===== config.mk =====
export PLATFORM = sky130hd
export DESIGN_NAME = ars_seq
export DESIGN_NICKNAME = d
export VERILOG_FILES = /design/src/verilog/ars_pkg.sv /design/src/verilog/ars_conv_if.sv /design/src/verilog/ars_conv.sv /design/src/verilog/ars_result.sv /design/src/verilog/ars_seq.sv
export SDC_FILE = /design/constraint.sdc
export NUM_CORES = 2
export LEC_CHECK = 0
export ABC_AREA = 1
export BUFFER_PORTS_ARGS = -buffer_cell sky130_fd_sc_hd__buf_2
export CAP_MARGIN = 20
export CORE_AREA = 2 2 292 294
export DETAILED_ROUTE_END_ITERATION = 16
export DIE_AREA = 0 0 294 296
export GPL_ROUTABILITY_DRIVEN = 0
export PLACE_DENSITY_LB_ADDON = 0.15
export REMOVE_ABC_BUFFERS = 1
export SLEW_MARGIN = 10
export SYNTH_ARGS = -nofsm -noshare
export SYNTH_HDL_FRONTEND = slang
export SYNTH_SLANG_ARGS = --single-unit

===== constraint.sdc =====
create_clock -name clk_i -period 4.5 [get_ports clk_i]
set_input_delay 0.9 -clock clk_i [delete_from_list [all_inputs] [get_ports clk_i]]
set_output_delay 0.9 -clock clk_i [all_outputs]
set_load 0.02 [all_outputs]

===== src/verilog/ars_pkg.sv =====
// Package: register map, layouts and timing constants of the sequencer
package ars_pkg;
	localparam int ARS_AW = 6;
	localparam int ARS_DW = 16;
	localparam int ARS_RW = 10;
	localparam int ARS_SW = 14;
	localparam int ARS_NPIN = 16;
	localparam logic [5:0] ARS_GCTL = 6'h00;
	localparam logic [5:0] ARS_STC = 6'h01;
	localparam logic [5:0] ARS_PMASK = 6'h02;
	localparam logic [5:0] ARS_PCTL = 6'h03;
	localparam logic [5:0] ARS_QCTL = 6'h04;
	localparam logic [5:0] ARS_QLOAD = 6'h05;
	localparam logic [5:0] ARS_INS = 6'h06;
	localparam logic [5:0] ARS_BWD = 6'h07;
	localparam logic [5:0] ARS_DDIS = 6'h08;
	localparam logic [5:0] ARS_SYNC = 6'h09;
	localparam logic [5:0] ARS_WFR = 6'h0a;
	localparam logic [5:0] ARS_CHAIN = 6'h0b;
	localparam logic [5:0] ARS_RED = 6'h0c;
	localparam logic [5:0] ARS_LIMLO = 6'h0d;
	localparam logic [5:0] ARS_LIMHI = 6'h0e;
	localparam logic [5:0] ARS_STAT = 6'h0f;
	localparam logic [5:0] ARS_EVEN = 6'h10;
	localparam logic [2:0] ARS_RES_A = 3'h4;
	localparam logic [2:0] ARS_RES_B = 3'h5;
	localparam logic [15:0] ARS_RST = 16'h0000;
	localparam logic [3:0] ARS_TICKS_10 = 4'hd;
	localparam logic [3:0] ARS_TICKS_8 = 4'hb;
	localparam logic [3:0] ARS_BITS_10 = 4'ha;
	localparam logic [3:0] ARS_BITS_8 = 4'h8;
	localparam logic [3:0] ARS_MSB = 4'h9;
	localparam logic [9:0] ARS_SAR_INIT = 10'h200;
	localparam logic [9:0] ARS_TAIL = 10'h002;
	localparam logic [9:0] ARS_SAMP_ADD = 10'h002;
	localparam logic [3:0] ARS_NCH_A = 4'hb;
	localparam logic [3:0] ARS_NCH_B = 4'h5;
	localparam logic [3:0] ARS_SH_LO = 4'h7;
	localparam logic [3:0] ARS_SH_HI = 4'ha;
	localparam logic [3:0] ARS_B_BASE = 4'hb;
	typedef enum logic [1:0] {ARS_RED_NONE, ARS_RED_LIM, ARS_RED_ACC} ars_red_t;
	typedef enum logic [1:0] {ARS_SEL_NONE, ARS_SEL_PAR, ARS_SEL_QUE,
		ARS_SEL_INS} ars_sel_t;
	typedef struct packed {
		logic [5:0] rsv;
		logic mtest;
		logic sync_en;
		logic apd;
		logic mode8;
		logic [5:0] div;
	} ars_gctl_t;
	typedef struct packed {
		logic [7:0] rsv;
		logic go;
		logic tgt;
		logic ten;
		logic [2:0] tsel;
		logic [1:0] prio;
	} ars_src_t;
	typedef struct packed {
		logic [8:0] rsv;
		logic tgt;
		logic [1:0] prio;
		logic [3:0] chan;
	} ars_ins_t;
	typedef struct packed {
		logic [7:0] rsv;
		logic [3:0] acc_n;
		logic [1:0] mode_b;
		logic [1:0] mode_a;
	} ars_red_cfg_t;
endpackage : ars_pkg


===== src/verilog/ars_conv_if.sv =====
// Interface: sequencer to converter engine handshake
`timescale 1ns/1ps
interface ars_conv_if import ars_pkg::*; ();
	logic start;
	logic [3:0] chan;
	logic bwd;
	logic mode8;
	logic [7:0] sample_time_extension;
	logic [5:0] div;
	logic cmp;
	logic ready;
	logic busy;
	logic done;
	logic sampling;
	logic precharge;
	logic [3:0] rchan;
	logic [ARS_RW-1:0] result;
	modport seq (output start, chan, bwd, mode8, sample_time_extension, div, cmp, ready,
		input busy, done, sampling, precharge, rchan, result);
	modport conv (input start, chan, bwd, mode8, sample_time_extension, div, cmp, ready,
		output busy, done, sampling, precharge, rchan, result);
endinterface : ars_conv_if


===== src/verilog/ars_conv.sv =====
// Converter engine: analog clock divider, sample phase and SAR steps
`timescale 1ns/1ps
module ars_conv import ars_pkg::*; (
	input wire logic clk_i,
	input wire logic nrst_i,
	ars_conv_if.conv cif
);
	typedef enum {CV_IDLE, CV_SAMPLE, CV_CONV, CV_TAIL, CV_HOLD} ars_cv_t;
	ars_cv_t state;
	ars_cv_t next_state;
	logic [5:0] div_cnt;
	logic [9:0] ph_cnt;
	logic [9:0] sar;
	logic [3:0] chan_q;
	logic bwd_q;
	logic m8_q;
	wire tick = (div_cnt == cif.div);
	// Doubled length leaves room for the presampling phase
	wire [9:0] samp_len = (ARS_SAMP_ADD + {2'h0, cif.sample_time_extension}) << bwd_q;
	wire [3:0] n_bits = m8_q ? ARS_BITS_8 : ARS_BITS_10;
	wire [9:0] n_ticks = {6'h00, m8_q ? ARS_TICKS_8 : ARS_TICKS_10};
	wire [3:0] bitpos = ARS_MSB - ph_cnt[3:0];
	wire bit_step = (state == CV_CONV) && tick && (ph_cnt < {6'h00, n_bits});
	wire last_bit = (ph_cnt + 10'h001) >= {6'h00, n_bits};
	always_comb
	begin
		next_state = state;
		case (state)
			CV_IDLE: if (cif.start) next_state = CV_SAMPLE;
			CV_SAMPLE: if (tick && ph_cnt == samp_len - 10'h001)
				next_state = CV_CONV;
			CV_CONV: if (tick && ph_cnt == n_ticks - 10'h001)
				next_state = CV_TAIL;
			CV_TAIL: if (ph_cnt == ARS_TAIL - 10'h001) next_state = CV_HOLD;
			CV_HOLD: if (cif.ready) next_state = CV_IDLE;
			default: next_state = CV_IDLE;
		endcase
	end
	always_ff @(posedge clk_i)
	begin
		if (!nrst_i)
		begin
			state <= CV_IDLE;
			div_cnt <= 6'h00;
			ph_cnt <= 10'h000;
		end
		else
		begin
			state <= next_state;
			div_cnt <= (state == CV_IDLE || tick) ? 6'h00 : div_cnt + 6'h01;
			if (next_state != state)
				ph_cnt <= 10'h000;
			else if (state == CV_TAIL || (tick && state != CV_IDLE))
				ph_cnt <= ph_cnt + 10'h001;
		end
	end
	always_ff @(posedge clk_i)
	begin
		if (!nrst_i)
		begin
			sar <= 10'h000;
			chan_q <= 4'h0;
			bwd_q <= 1'b0;
			m8_q <= 1'b0;
		end
		else if (state == CV_IDLE && cif.start)
		begin
			sar <= ARS_SAR_INIT;
			chan_q <= cif.chan;
			bwd_q <= cif.bwd;
			m8_q <= cif.mode8;
		end
		else if (bit_step)
		begin
			// Comparator high keeps the trial bit, then next bit is tried
			sar[bitpos] <= cif.cmp;
			if (!last_bit)
				sar[bitpos - 4'h1] <= 1'b1;
		end
	end
	assign cif.busy = (state != CV_IDLE);
	assign cif.done = (state == CV_HOLD);
	assign cif.result = sar;
	assign cif.rchan = chan_q;
	assign cif.sampling = (state == CV_SAMPLE);
	assign cif.precharge = (state == CV_SAMPLE) && bwd_q &&
		(ph_cnt < (samp_len >> 1));
endmodule : ars_conv


===== src/verilog/ars_result.sv =====
// Result bank: eight registers, wait-for-read, chaining, data reduction
`timescale 1ns/1ps
module ars_result import ars_pkg::*; #(
	parameter int N_RES = 8
) (
	input wire logic clk_i,
	input wire logic nrst_i,
	input wire logic st_valid_i,
	input wire logic [2:0] st_idx_i,
	input wire logic [ARS_RW-1:0] st_data_i,
	output logic st_ready_o,
	output logic stored_o,
	input wire logic [N_RES-1:0] wfr_i,
	input wire logic [N_RES-1:0] chain_i,
	input wire logic [1:0] mode_i,
	input wire logic [3:0] acc_n_i,
	input wire logic [ARS_RW-1:0] lim_lo_i,
	input wire logic [ARS_RW-1:0] lim_hi_i,
	input wire logic rd_i,
	input wire logic [2:0] rd_idx_i,
	output logic [N_RES-1:0] valid_o,
	output logic [ARS_SW-1:0] data_o [N_RES]
);
	if (N_RES != 8)
		$error("ars_result: index width serves exactly eight registers");
	logic [ARS_SW-1:0] data [N_RES];
	logic [ARS_SW-1:0] next_data [N_RES];
	logic [N_RES-1:0] valid;
	logic [N_RES-1:0] next_valid;
	logic [N_RES-1:0] mv;
	logic [ARS_SW-1:0] acc_sum;
	logic [3:0] acc_cnt;
	wire is_lim = (mode_i == ARS_RED_LIM);
	wire is_acc = (mode_i == ARS_RED_ACC);
	wire in_band = (st_data_i >= lim_lo_i) && (st_data_i <= lim_hi_i);
	wire [ARS_SW-1:0] sum = acc_sum + ARS_SW'(st_data_i);
	wire acc_more = is_acc && (acc_cnt != acc_n_i);
	wire drop = is_lim && in_band;
	wire commit = st_valid_i && !acc_more && !drop;
	wire idx_free = !valid[st_idx_i] || !wfr_i[st_idx_i];
	wire do_store = commit && idx_free;
	wire [ARS_SW-1:0] st_word = is_acc ? sum : ARS_SW'(st_data_i);
	assign st_ready_o = !commit || idx_free;
	assign stored_o = do_store;
	assign valid_o = valid;
	assign data_o = data;
	always_comb
	begin
		mv = '0;
		// Results bubble toward the lower register, so order is kept
		for (int i = 1; i < N_RES; i++)
			mv[i] = chain_i[i] && valid[i] && !valid[i-1] &&
				!(do_store && st_idx_i == 3'(i-1)) &&
				!(rd_i && rd_idx_i == 3'(i));
	end
	always_comb
	begin
		for (int i = 0; i < N_RES; i++)
		begin
			next_valid[i] = valid[i];
			next_data[i] = data[i];
			if ((rd_i && rd_idx_i == 3'(i)) || mv[i])
				next_valid[i] = 1'b0;
			if (i < N_RES - 1 && mv[(i + 1) % N_RES])
			begin
				next_valid[i] = 1'b1;
				next_data[i] = data[(i + 1) % N_RES];
			end
			// A new result beats a read in the same cycle
			if (do_store && st_idx_i == 3'(i))
			begin
				next_valid[i] = 1'b1;
				next_data[i] = st_word;
			end
		end
	end
	always_ff @(posedge clk_i)
	begin
		if (!nrst_i)
		begin
			valid <= '0;
			for (int i = 0; i < N_RES; i++)
				data[i] <= '0;
		end
		else
		begin
			valid <= next_valid;
			data <= next_data;
		end
	end
	always_ff @(posedge clk_i)
	begin
		if (!nrst_i || !is_acc)
		begin
			acc_sum <= '0;
			acc_cnt <= 4'h0;
		end
		else if (st_valid_i && st_ready_o)
		begin
			acc_sum <= acc_more ? sum : '0;
			acc_cnt <= acc_more ? acc_cnt + 4'h1 : 4'h0;
		end
	end
endmodule : ars_result


===== src/verilog/ars_seq.sv =====
// Top: request sources, arbitration, register port and pin control
//
// Added by the designer: the register addresses and strobed register access.
`timescale 1ns/1ps
module ars_seq import ars_pkg::*; #(
	parameter int Q_DEPTH = 4
) (
	input wire logic clk_i,
	input wire logic nrst_i,
	input wire logic [ARS_AW-1:0] addr_i,
	input wire logic [ARS_DW-1:0] wdata_i,
	input wire logic wr_i,
	input wire logic rd_i,
	output logic [ARS_DW-1:0] rdata_o,
	input wire logic [1:0] cmp_i,
	input wire logic [3:0] trig_i,
	input wire logic [3:0] int_evt_i,
	output logic [3:0] amux_a_o,
	output logic [3:0] amux_b_o,
	output logic [2:0] emux_a_o,
	output logic [2:0] emux_b_o,
	output logic [1:0] sample_o,
	output logic [1:0] precharge_o,
	output logic [1:0] mux_test_o,
	output logic [ARS_NPIN-1:0] dig_dis_o,
	output logic pwr_down_o,
	output logic [1:0] evt_o
);
	if (Q_DEPTH < 2 || Q_DEPTH > 8)
		$error("ars_seq: queue depth must be 2 to 8");
	localparam int QW = $clog2(Q_DEPTH);

	function automatic logic [3:0] lowest(input logic [ARS_NPIN-1:0] m);
		lowest = 4'h0;
		for (int i = ARS_NPIN - 1; i >= 0; i--)
			if (m[i])
				lowest = 4'(i);
	endfunction : lowest

	function automatic logic chan_ok(input logic cv, input logic [3:0] c);
		if (!cv)
			chan_ok = (c < ARS_NCH_A);
		else
			chan_ok = (c < ARS_NCH_B) || (c >= ARS_SH_LO && c <= ARS_SH_HI);
	endfunction : chan_ok

	function automatic logic [3:0] pin_of(input logic cv, input logic [3:0] c);
		pin_of = (cv && c < ARS_NCH_B) ? ARS_B_BASE + c : c;
	endfunction : pin_of

	function automatic ars_sel_t arb(input logic rp, input logic rq,
		input logic ri, input logic [1:0] pp, input logic [1:0] pq,
		input logic [1:0] pi);
		if (ri && (!rq || pi >= pq) && (!rp || pi >= pp))
			arb = ARS_SEL_INS;
		else if (rq && (!rp || pq >= pp))
			arb = ARS_SEL_QUE;
		else if (rp)
			arb = ARS_SEL_PAR;
		else
			arb = ARS_SEL_NONE;
	endfunction : arb

	ars_gctl_t gctl;
	ars_src_t pctl;
	ars_src_t qctl;
	ars_ins_t ins;
	ars_red_cfg_t red;
	logic [7:0] sample_time_extension;
	logic [ARS_NPIN-1:0] pmask;
	logic [ARS_NPIN-1:0] bwd_mask;
	logic [ARS_NPIN-1:0] ddis;
	logic [3:0] sync_chan;
	logic [15:0] wfr;
	logic [15:0] chain;
	logic [15:0] even;
	logic [ARS_RW-1:0] lim_lo;
	logic [ARS_RW-1:0] lim_hi;
	logic ins_pend;
	logic [ARS_NPIN-1:0] par_pend;
	logic [3:0] q_mem [Q_DEPTH];
	logic [QW-1:0] q_wp;
	logic [QW-1:0] q_rp;
	logic [QW:0] q_cnt;
	logic que_run;
	logic [3:0] ext_s1;
	logic [3:0] ext_s2;
	logic [3:0] ext_s3;
	logic [1:0] cmp_s1;
	logic [1:0] cmp_s2;
	logic start_a;
	logic start_b;
	logic [3:0] chan_a;
	logic [3:0] chan_b;
	logic [ARS_DW-1:0] rd_word;
	logic stored_a;
	logic stored_b;
	logic [7:0] valid_a;
	logic [7:0] valid_b;
	logic [ARS_SW-1:0] data_a [8];
	logic [ARS_SW-1:0] data_b [8];

	ars_conv_if cif_a ();
	ars_conv_if cif_b ();

	wire wr_g = wr_i && addr_i == ARS_GCTL;
	wire wr_p = wr_i && addr_i == ARS_PCTL;
	wire wr_q = wr_i && addr_i == ARS_QCTL;
	wire wr_l = wr_i && addr_i == ARS_QLOAD;
	wire wr_n = wr_i && addr_i == ARS_INS;
	wire rd_ra = rd_i && addr_i[5:3] == ARS_RES_A;
	wire rd_rb = rd_i && addr_i[5:3] == ARS_RES_B;
	ars_src_t wsrc;
	assign wsrc = ars_src_t'(wdata_i);

	// Trigger events: synchronised pin edges beside internal pulses
	wire [7:0] events = {int_evt_i, ext_s2 & ~ext_s3};
	wire par_go = (wr_p && wsrc.go) || (pctl.ten && events[pctl.tsel]);
	wire que_go = (wr_q && wsrc.go) || (qctl.ten && events[qctl.tsel]);
	wire q_full = (q_cnt == (QW+1)'(Q_DEPTH));
	wire q_empty = (q_cnt == '0);
	wire [3:0] par_chan = lowest(par_pend);
	wire [3:0] que_chan = q_mem[q_rp];

	wire free_a = !cif_a.busy && !start_a;
	wire free_b = !cif_b.busy && !start_b;
	wire rp_a = par_pend != '0 && !pctl.tgt;
	wire rq_a = que_run && !q_empty && !qctl.tgt;
	wire ri_a = ins_pend && !ins.tgt;
	wire rp_b = par_pend != '0 && pctl.tgt;
	wire rq_b = que_run && !q_empty && qctl.tgt;
	wire ri_b = ins_pend && ins.tgt;
	ars_sel_t arb_a;
	ars_sel_t arb_b;
	ars_sel_t sel_a;
	ars_sel_t sel_b;
	assign arb_a = arb(rp_a, rq_a, ri_a, pctl.prio, qctl.prio, ins.prio);
	assign arb_b = arb(rp_b, rq_b, ri_b, pctl.prio, qctl.prio, ins.prio);
	// Synchronised start waits until the second converter is free
	assign sel_a = (free_a && (!gctl.sync_en || free_b)) ? arb_a
		: ARS_SEL_NONE;
	wire sync_go = gctl.sync_en && sel_a != ARS_SEL_NONE;
	assign sel_b = (free_b && !sync_go) ? arb_b : ARS_SEL_NONE;
	wire [3:0] gch_a = sel_a == ARS_SEL_INS ? ins.chan
		: sel_a == ARS_SEL_QUE ? que_chan : par_chan;
	wire [3:0] gch_b = sync_go ? sync_chan : sel_b == ARS_SEL_INS ? ins.chan
		: sel_b == ARS_SEL_QUE ? que_chan : par_chan;
	wire pop_p = sel_a == ARS_SEL_PAR || sel_b == ARS_SEL_PAR;
	wire pop_q = sel_a == ARS_SEL_QUE || sel_b == ARS_SEL_QUE;
	wire pop_i = sel_a == ARS_SEL_INS || sel_b == ARS_SEL_INS;
	wire idle = !cif_a.busy && !cif_b.busy && !start_a && !start_b;
	wire [ARS_DW-1:0] status = {8'h00, ins_pend, que_run, 3'(q_cnt),
		cif_b.busy, cif_a.busy, pwr_down_o};

	always_ff @(posedge clk_i)
	begin
		ext_s1 <= trig_i;
		ext_s2 <= ext_s1;
		ext_s3 <= ext_s2;
		cmp_s1 <= cmp_i;
		cmp_s2 <= cmp_s1;
	end

	always_ff @(posedge clk_i)
	begin
		if (!nrst_i)
		begin
			gctl <= ARS_RST;
			sample_time_extension <= ARS_RST[7:0];
			pmask <= ARS_RST;
			pctl <= ARS_RST;
			qctl <= ARS_RST;
			bwd_mask <= ARS_RST;
			ddis <= ARS_RST;
			sync_chan <= ARS_RST[3:0];
			wfr <= ARS_RST;
			chain <= ARS_RST;
			red <= ARS_RST;
			lim_lo <= ARS_RST[ARS_RW-1:0];
			lim_hi <= ARS_RST[ARS_RW-1:0];
			even <= ARS_RST;
		end
		else if (wr_i)
		begin
			case (addr_i)
				ARS_GCTL: gctl <= wdata_i;
				ARS_STC: sample_time_extension <= wdata_i[7:0];
				ARS_PMASK: pmask <= wdata_i;
				ARS_PCTL: pctl <= {wsrc.rsv, 1'b0, wdata_i[6:0]};
				ARS_QCTL: qctl <= {wsrc.rsv, 1'b0, wdata_i[6:0]};
				ARS_BWD: bwd_mask <= wdata_i;
				ARS_DDIS: ddis <= wdata_i;
				ARS_SYNC: sync_chan <= wdata_i[3:0];
				ARS_WFR: wfr <= wdata_i;
				ARS_CHAIN: chain <= wdata_i;
				ARS_RED: red <= wdata_i;
				ARS_LIMLO: lim_lo <= wdata_i[ARS_RW-1:0];
				ARS_LIMHI: lim_hi <= wdata_i[ARS_RW-1:0];
				ARS_EVEN: even <= wdata_i;
				default: ;
			endcase
		end
	end

	always_ff @(posedge clk_i)
	begin
		if (!nrst_i)
		begin
			par_pend <= '0;
			ins <= ARS_RST;
			ins_pend <= 1'b0;
		end
		else
		begin
			if (par_go)
				par_pend <= pmask;
			else if (pop_p)
				par_pend[par_chan] <= 1'b0;
			if (wr_n)
				ins <= {9'h000, wdata_i[6:0]};
			ins_pend <= wr_n || (ins_pend && !pop_i);
		end
	end

	always_ff @(posedge clk_i)
	begin
		if (!nrst_i)
		begin
			q_wp <= '0;
			q_rp <= '0;
			q_cnt <= '0;
			que_run <= 1'b0;
			for (int i = 0; i < Q_DEPTH; i++)
				q_mem[i] <= 4'h0;
		end
		else
		begin
			if (wr_l && !q_full)
			begin
				q_mem[q_wp] <= wdata_i[3:0];
				q_wp <= (q_wp == QW'(Q_DEPTH - 1)) ? '0 : q_wp + 1'b1;
			end
			if (pop_q)
				q_rp <= (q_rp == QW'(Q_DEPTH - 1)) ? '0 : q_rp + 1'b1;
			q_cnt <= q_cnt + (QW+1)'(wr_l && !q_full) - (QW+1)'(pop_q);
			que_run <= que_go || (que_run && !(q_cnt == 1 && pop_q));
		end
	end

	always_ff @(posedge clk_i)
	begin
		if (!nrst_i)
		begin
			start_a <= 1'b0;
			start_b <= 1'b0;
			chan_a <= 4'h0;
			chan_b <= 4'h0;
		end
		else
		begin
			// Requests naming a channel the converter lacks are dropped
			start_a <= sel_a != ARS_SEL_NONE && chan_ok(1'b0, gch_a);
			start_b <= (sync_go || sel_b != ARS_SEL_NONE) &&
				chan_ok(1'b1, gch_b);
			if (sel_a != ARS_SEL_NONE)
				chan_a <= gch_a;
			if (sync_go || sel_b != ARS_SEL_NONE)
				chan_b <= gch_b;
		end
	end

	assign cif_a.start = start_a;
	assign cif_a.chan = chan_a;
	assign cif_a.bwd = bwd_mask[pin_of(1'b0, chan_a)];
	assign cif_a.mode8 = gctl.mode8;
	assign cif_a.sample_time_extension = sample_time_extension;
	assign cif_a.div = gctl.div;
	assign cif_a.cmp = cmp_s2[0];
	assign cif_b.start = start_b;
	assign cif_b.chan = chan_b;
	assign cif_b.bwd = bwd_mask[pin_of(1'b1, chan_b)];
	assign cif_b.mode8 = gctl.mode8;
	assign cif_b.sample_time_extension = sample_time_extension;
	assign cif_b.div = gctl.div;
	assign cif_b.cmp = cmp_s2[1];

	ars_conv u_conv_a (.clk_i(clk_i), .nrst_i(nrst_i), .cif(cif_a));
	ars_conv u_conv_b (.clk_i(clk_i), .nrst_i(nrst_i), .cif(cif_b));

	ars_result #(.N_RES(8)) u_res_a (
		.clk_i(clk_i), .nrst_i(nrst_i),
		.st_valid_i(cif_a.done), .st_idx_i(cif_a.rchan[2:0]),
		.st_data_i(cif_a.result), .st_ready_o(cif_a.ready),
		.stored_o(stored_a), .wfr_i(wfr[7:0]), .chain_i(chain[7:0]),
		.mode_i(red.mode_a), .acc_n_i(red.acc_n),
		.lim_lo_i(lim_lo), .lim_hi_i(lim_hi),
		.rd_i(rd_ra), .rd_idx_i(addr_i[2:0]),
		.valid_o(valid_a), .data_o(data_a)
	);
	ars_result #(.N_RES(8)) u_res_b (
		.clk_i(clk_i), .nrst_i(nrst_i),
		.st_valid_i(cif_b.done), .st_idx_i(cif_b.rchan[2:0]),
		.st_data_i(cif_b.result), .st_ready_o(cif_b.ready),
		.stored_o(stored_b), .wfr_i(wfr[15:8]), .chain_i(chain[15:8]),
		.mode_i(red.mode_b), .acc_n_i(red.acc_n),
		.lim_lo_i(lim_lo), .lim_hi_i(lim_hi),
		.rd_i(rd_rb), .rd_idx_i(addr_i[2:0]),
		.valid_o(valid_b), .data_o(data_b)
	);

	assign rd_word = rd_ra ? {valid_a[addr_i[2:0]], 1'b0, data_a[addr_i[2:0]]}
		: rd_rb ? {valid_b[addr_i[2:0]], 1'b0, data_b[addr_i[2:0]]}
		: addr_i == ARS_GCTL ? gctl
		: addr_i == ARS_STC ? {8'h00, sample_time_extension}
		: addr_i == ARS_PMASK ? pmask
		: addr_i == ARS_PCTL ? pctl
		: addr_i == ARS_QCTL ? qctl
		: addr_i == ARS_QLOAD ? ARS_DW'(q_cnt)
		: addr_i == ARS_INS ? ins
		: addr_i == ARS_BWD ? bwd_mask
		: addr_i == ARS_DDIS ? ddis
		: addr_i == ARS_SYNC ? {12'h000, sync_chan}
		: addr_i == ARS_WFR ? wfr
		: addr_i == ARS_CHAIN ? chain
		: addr_i == ARS_RED ? red
		: addr_i == ARS_LIMLO ? ARS_DW'(lim_lo)
		: addr_i == ARS_LIMHI ? ARS_DW'(lim_hi)
		: addr_i == ARS_STAT ? status
		: addr_i == ARS_EVEN ? even : ARS_RST;

	always_ff @(posedge clk_i)
	begin
		if (!nrst_i)
		begin
			rdata_o <= ARS_RST;
			amux_a_o <= 4'h0;
			amux_b_o <= 4'h0;
			emux_a_o <= 3'h0;
			emux_b_o <= 3'h0;
			sample_o <= 2'h0;
			precharge_o <= 2'h0;
			mux_test_o <= 2'h0;
			dig_dis_o <= '0;
			pwr_down_o <= 1'b0;
			evt_o <= 2'h0;
		end
		else
		begin
			rdata_o <= rd_i ? rd_word : ARS_RST;
			amux_a_o <= chan_a;
			amux_b_o <= chan_b;
			emux_a_o <= chan_a[2:0];
			emux_b_o <= chan_b[2:0];
			sample_o <= {cif_b.sampling, cif_a.sampling};
			precharge_o <= {cif_b.precharge, cif_a.precharge};
			mux_test_o <= {2{gctl.mtest}} &
				{cif_b.sampling, cif_a.sampling};
			dig_dis_o <= ddis;
			pwr_down_o <= gctl.apd && idle;
			evt_o <= {stored_b && even[8 + cif_b.rchan[2:0]],
				stored_a && even[cif_a.rchan[2:0]]};
		end
	end
endmodule : ars_seq


==> metrics.md <==
| Metric | Value |
|---|---|
| #FFs+latches synth | 717 |
| Register share of total power | between 40% and 50% |
| Average wire per standard cell | 19.7 um |
| Int Pwr | 10.7 mW |
| Count of different cell masters after synthesis | 75 |
| Sw power | ~3.2 mW |
| Slowest stage delay, CP | 370 ps |
| Slowest stage cell, crit path | fa_1 |
| ANT cells | 0 |
| Global-route wire length before repair | 200 mm |
| Largest net degree at the start of global routing | 170 |
| Number of flops mapped to enable cells by yosys | 16 |
| Tot Pwr | 13.9 mW |
| Resize count post-CTS | 0 |
| Die H | roughly 300 um |
| P&R area growth vs syn | 12.2% |
| Worst EP required | ~5000 ps |
| Starting DRT DRC Count | 3743 |
| Leak | 18.0 nW |
| Clock transition at path regs | 60 ps |
| Max Root-Sink Buffers | 3 |
| Core Box Area | 84200 um2 |
| Grt ovf | 0 |
| Peak supply drop | 0.329 mV |
| Post-CTS Setup Repair Bufs | 0 |
| Vias | between 30000 and 40000 |
| Hold crit path type | flip-flop to flip-flop |
| CP Launch Type | flip-flop |
| Worst Path Buf+Inv | 4 |
| Status | finished, final reports clean |
| Final setup TNS | 0 ps |
| Part of the power in combinational logic | around 3.7% |
| Tcrit/Tclk final | 81.8% |
| Sw Share | 23.3% |
| Final setup fails | 0 |
| Final Hold Violating Endpoints | 0 |
| Non-filler cells, final | 6611 |
| Mapped Cells | 5374 |
| Seq/Total Area, Yosys | 38.6% |
| Cell area power density | 331 nW/um2 |
| IO Count | 91 |
| Synth top cells by count | nand2_1, inv_1, dfxtp_1 |
| Total CTS buffers | 83 |
| MaxCap Viol Count | 0 |
| Post-CTS Hold Fix Bufs | 0 |
| Clock root buffer | clkbuf_16 |
| Initial core utilization | 44.6% |
| Avg Cell Area, Syn | 6.99 um2 |
| CTS tree | built |
| Slew Limit Fails | 0 |
| Fin nets | 5609 |
| Post-route DRC | 0 |
| Fin crit period | between 3000 and 4000 ps |
| Worst-skew pair later-pin latency | 650 ps |
| Clock Skews | 30.1 ps |
| Post-DRT Antenna Nets | 0 |
| Post-Syn Area | 37600 um2 |
| Row count | roughly 110 |
| Largest cells by area after synthesis | dfxtp_1, nand2_1, inv_1 |
| Fin worst setup slack | 821 ps |
| Kind of critical path | flip-flop to flip-flop |
| RSZ-0062 raised after global routing | no |
| Detailed Route WL | 130 mm |
| Area of the die | 87000 um2 |
| DP HPWL | between 90 and 100 mm |
| Slew @ Worst Pin | 1110 ps |
| Cell taking the most area after synthesis | dfxtp_1 |
| Worst Setup End Kind | flip-flop |
| Initial antenna violation count | 0 |
| Cell family with most CP delay | simple AND/OR/NAND/NOR gates |
| CP cell instances | inv_1 -> ha_1 -> o21ai_0 -> nand2_1 -> nor2_1 -> nor2_1 -> nand2_1 -> nand2_1 -> nand2_2 -> nand2_4 -> nand2_4 -> nand3_4 -> nor2_1 -> inv_1 -> nand2_1 -> ha_1 -> inv_1 -> ha_1 -> inv_1 -> fa_1 -> xor2_1 -> o21ai_0 -> a21oi_1 |
| Cell count after placement | 6458 |
| Post-DR vias/cell | 5.54 |
| Clock power frac | 49.9% |
| Top-count cell post-synth | nand2_1 |
| Share of the synthesized area in the top cell type | between 30% and 40% |
| FFs w/ async S/R, synth | 0% |
| YS warnings | 0 |
| Number of global-route vias before repair | 33200 |
| Critical Path AT | 4210 ps |
| IO Port Bufs | 90 |
| Gr usage total | roughly 29% |
| Die width | approximately 290 um |
| Pre-CTS setup slack | 791 ps |
| Layout cells sized above 1 | 7.95% |
| CP max FO | 8 |
| Main synth FF type | dfxtp_1 |
| Rel. slew slack | roughly a quarter |
| Peak Freq | 272 MHz |
| Router iterations before antenna repair | 7 |
| Clk sinks | 717 |
| Htree depth | 3 |
[logic make-up (layout without fill, tap and decap cells)]
family                     count (synthesis)  after routing  synth area share, %
other                                      1             58              0.00999
adders and majority gates                116            116                 3.92
xor gates and xnor gates                  77             77                 1.82
and+or+nand+nor                         2107           2107                 24.1
muxes                                      1              1               0.0267
AOI/OAI and AO/OA                       1320           1320                 20.9
buffers and inverters                   1035           1125                 10.6
DFF                                      717            717                 38.6
[cell type report]
type | count | area (um2)
Clock buffer | 124 | 2470
Clock inverter | 25 | 323
Fill cell | 8534 | 42100
Inverter | 799 | 3000
Multi-Input combinational cell | 3679 | 19300
Sequential cell | 717 | 14500
Tap cell | 1090 | 1360
Timing Repair Buffer | 177 | 1160
[worst register-to-register path, delay by kind of cell, from the launching register on]
family | cells | cell delay, ps
buffers and inverters | 4 | 280
AOI/OAI and AO/OA | 3 | 370
and+or+nand+nor | 11 | 1460
DFF | 1 | 290
xor gates and xnor gates | 1 | 160
adders and majority gates | 4 | 1000
[layer usage]
layer / global-route usage (%) / wire [um] / vias to the layer above
li1: - / - / 18000
met3: 4.42 / 11100 / 202
met1: 41.2 / 57900 / 16900
met4: 9.47 / 4030 / 0
met2: 46.5 / 57300 / 1523
met5: 0 / 0 / -
[flip-flops by register name, summed over array words and instances (netlist names), 14 cells and up, named ones only]
register / count
u_res_a.data_o: 112
u_res_b.data_o: 112
u_conv_a.state: 32
u_conv_b.state: 32
bwd_mask: 16
chain: 16
ddis: 16
dig_dis_o: 16
even: 16
par_pend: 16
pmask: 16
q_mem: 16
rdata_o: 16
red: 16
wfr: 16
pctl: 15
qctl: 15
u_res_a.acc_sum: 14
u_res_b.acc_sum: 14
[per-stage QoR]
step	hold WS [ps]	cell area [um2]	utilization [%]
2_1_floorplan	310	36800	-
3_3_place_gp	311	39300	46.7
3_5_place_dp	319	39300	46.7
4_1_cts	321	42100	50.0
5_1_grt	328	42100	50.0
6_report	330	42100	50.0
[final timing paths]
kind	depth (start not counted)	start	slack, ps	to
max	23	ins[4]	820	q_cnt[2]
min	0	ext_s1[0]	330	ext_s2[0]
max reg2reg	23	ins[4]	820	q_cnt[2]
min reg2reg	0	ext_s1[0]	330	ext_s2[0]
[power by group through the flow]
stage / combinational (mW) / clock (mW) / sequential, mW
floorplan: 0.217 / 0 / 6.59
global placement: 0.502 / 0 / 6.60
detailed placement: 0.503 / 0 / 6.60
CTS: 0.504 / 7.05 / 6.46
global route: 0.551 / 7.32 / 6.46
finish: 0.518 / 6.96 / 6.46
[layout by cell type, fill, tap and decap left out, types with 10 or more instances in the layout]
cell / n
nand2_1: 1070
inv_1: 755
dfxtp_1: 701
nor2_1: 470
o21ai_0: 452
a21oi_1: 341
nand3_1: 305
ha_1: 113
o211ai_1: 105
buf_2: 89
clkbuf_16: 86
o22ai_1: 85
buf_4: 83
a31oi_1: 80
nor3_1: 67
nand4_1: 64
xor2_1: 59
conb_1: 58
o221ai_1: 50
a22oi_1: 46
nor2_2: 32
inv_2: 28
o21ai_1: 28
a221oi_1: 28
a211oi_1: 22
clkbuf_1: 20
clkbuf_8: 18
nand2_2: 17
xnor2_1: 17
nor4_1: 17
clkinv_1: 16
edfxtp_1: 16
o21a_1: 15
o2111ai_1: 13
or2_2: 11
clkinv_2: 10
Power figures use the tool's default switching activity.
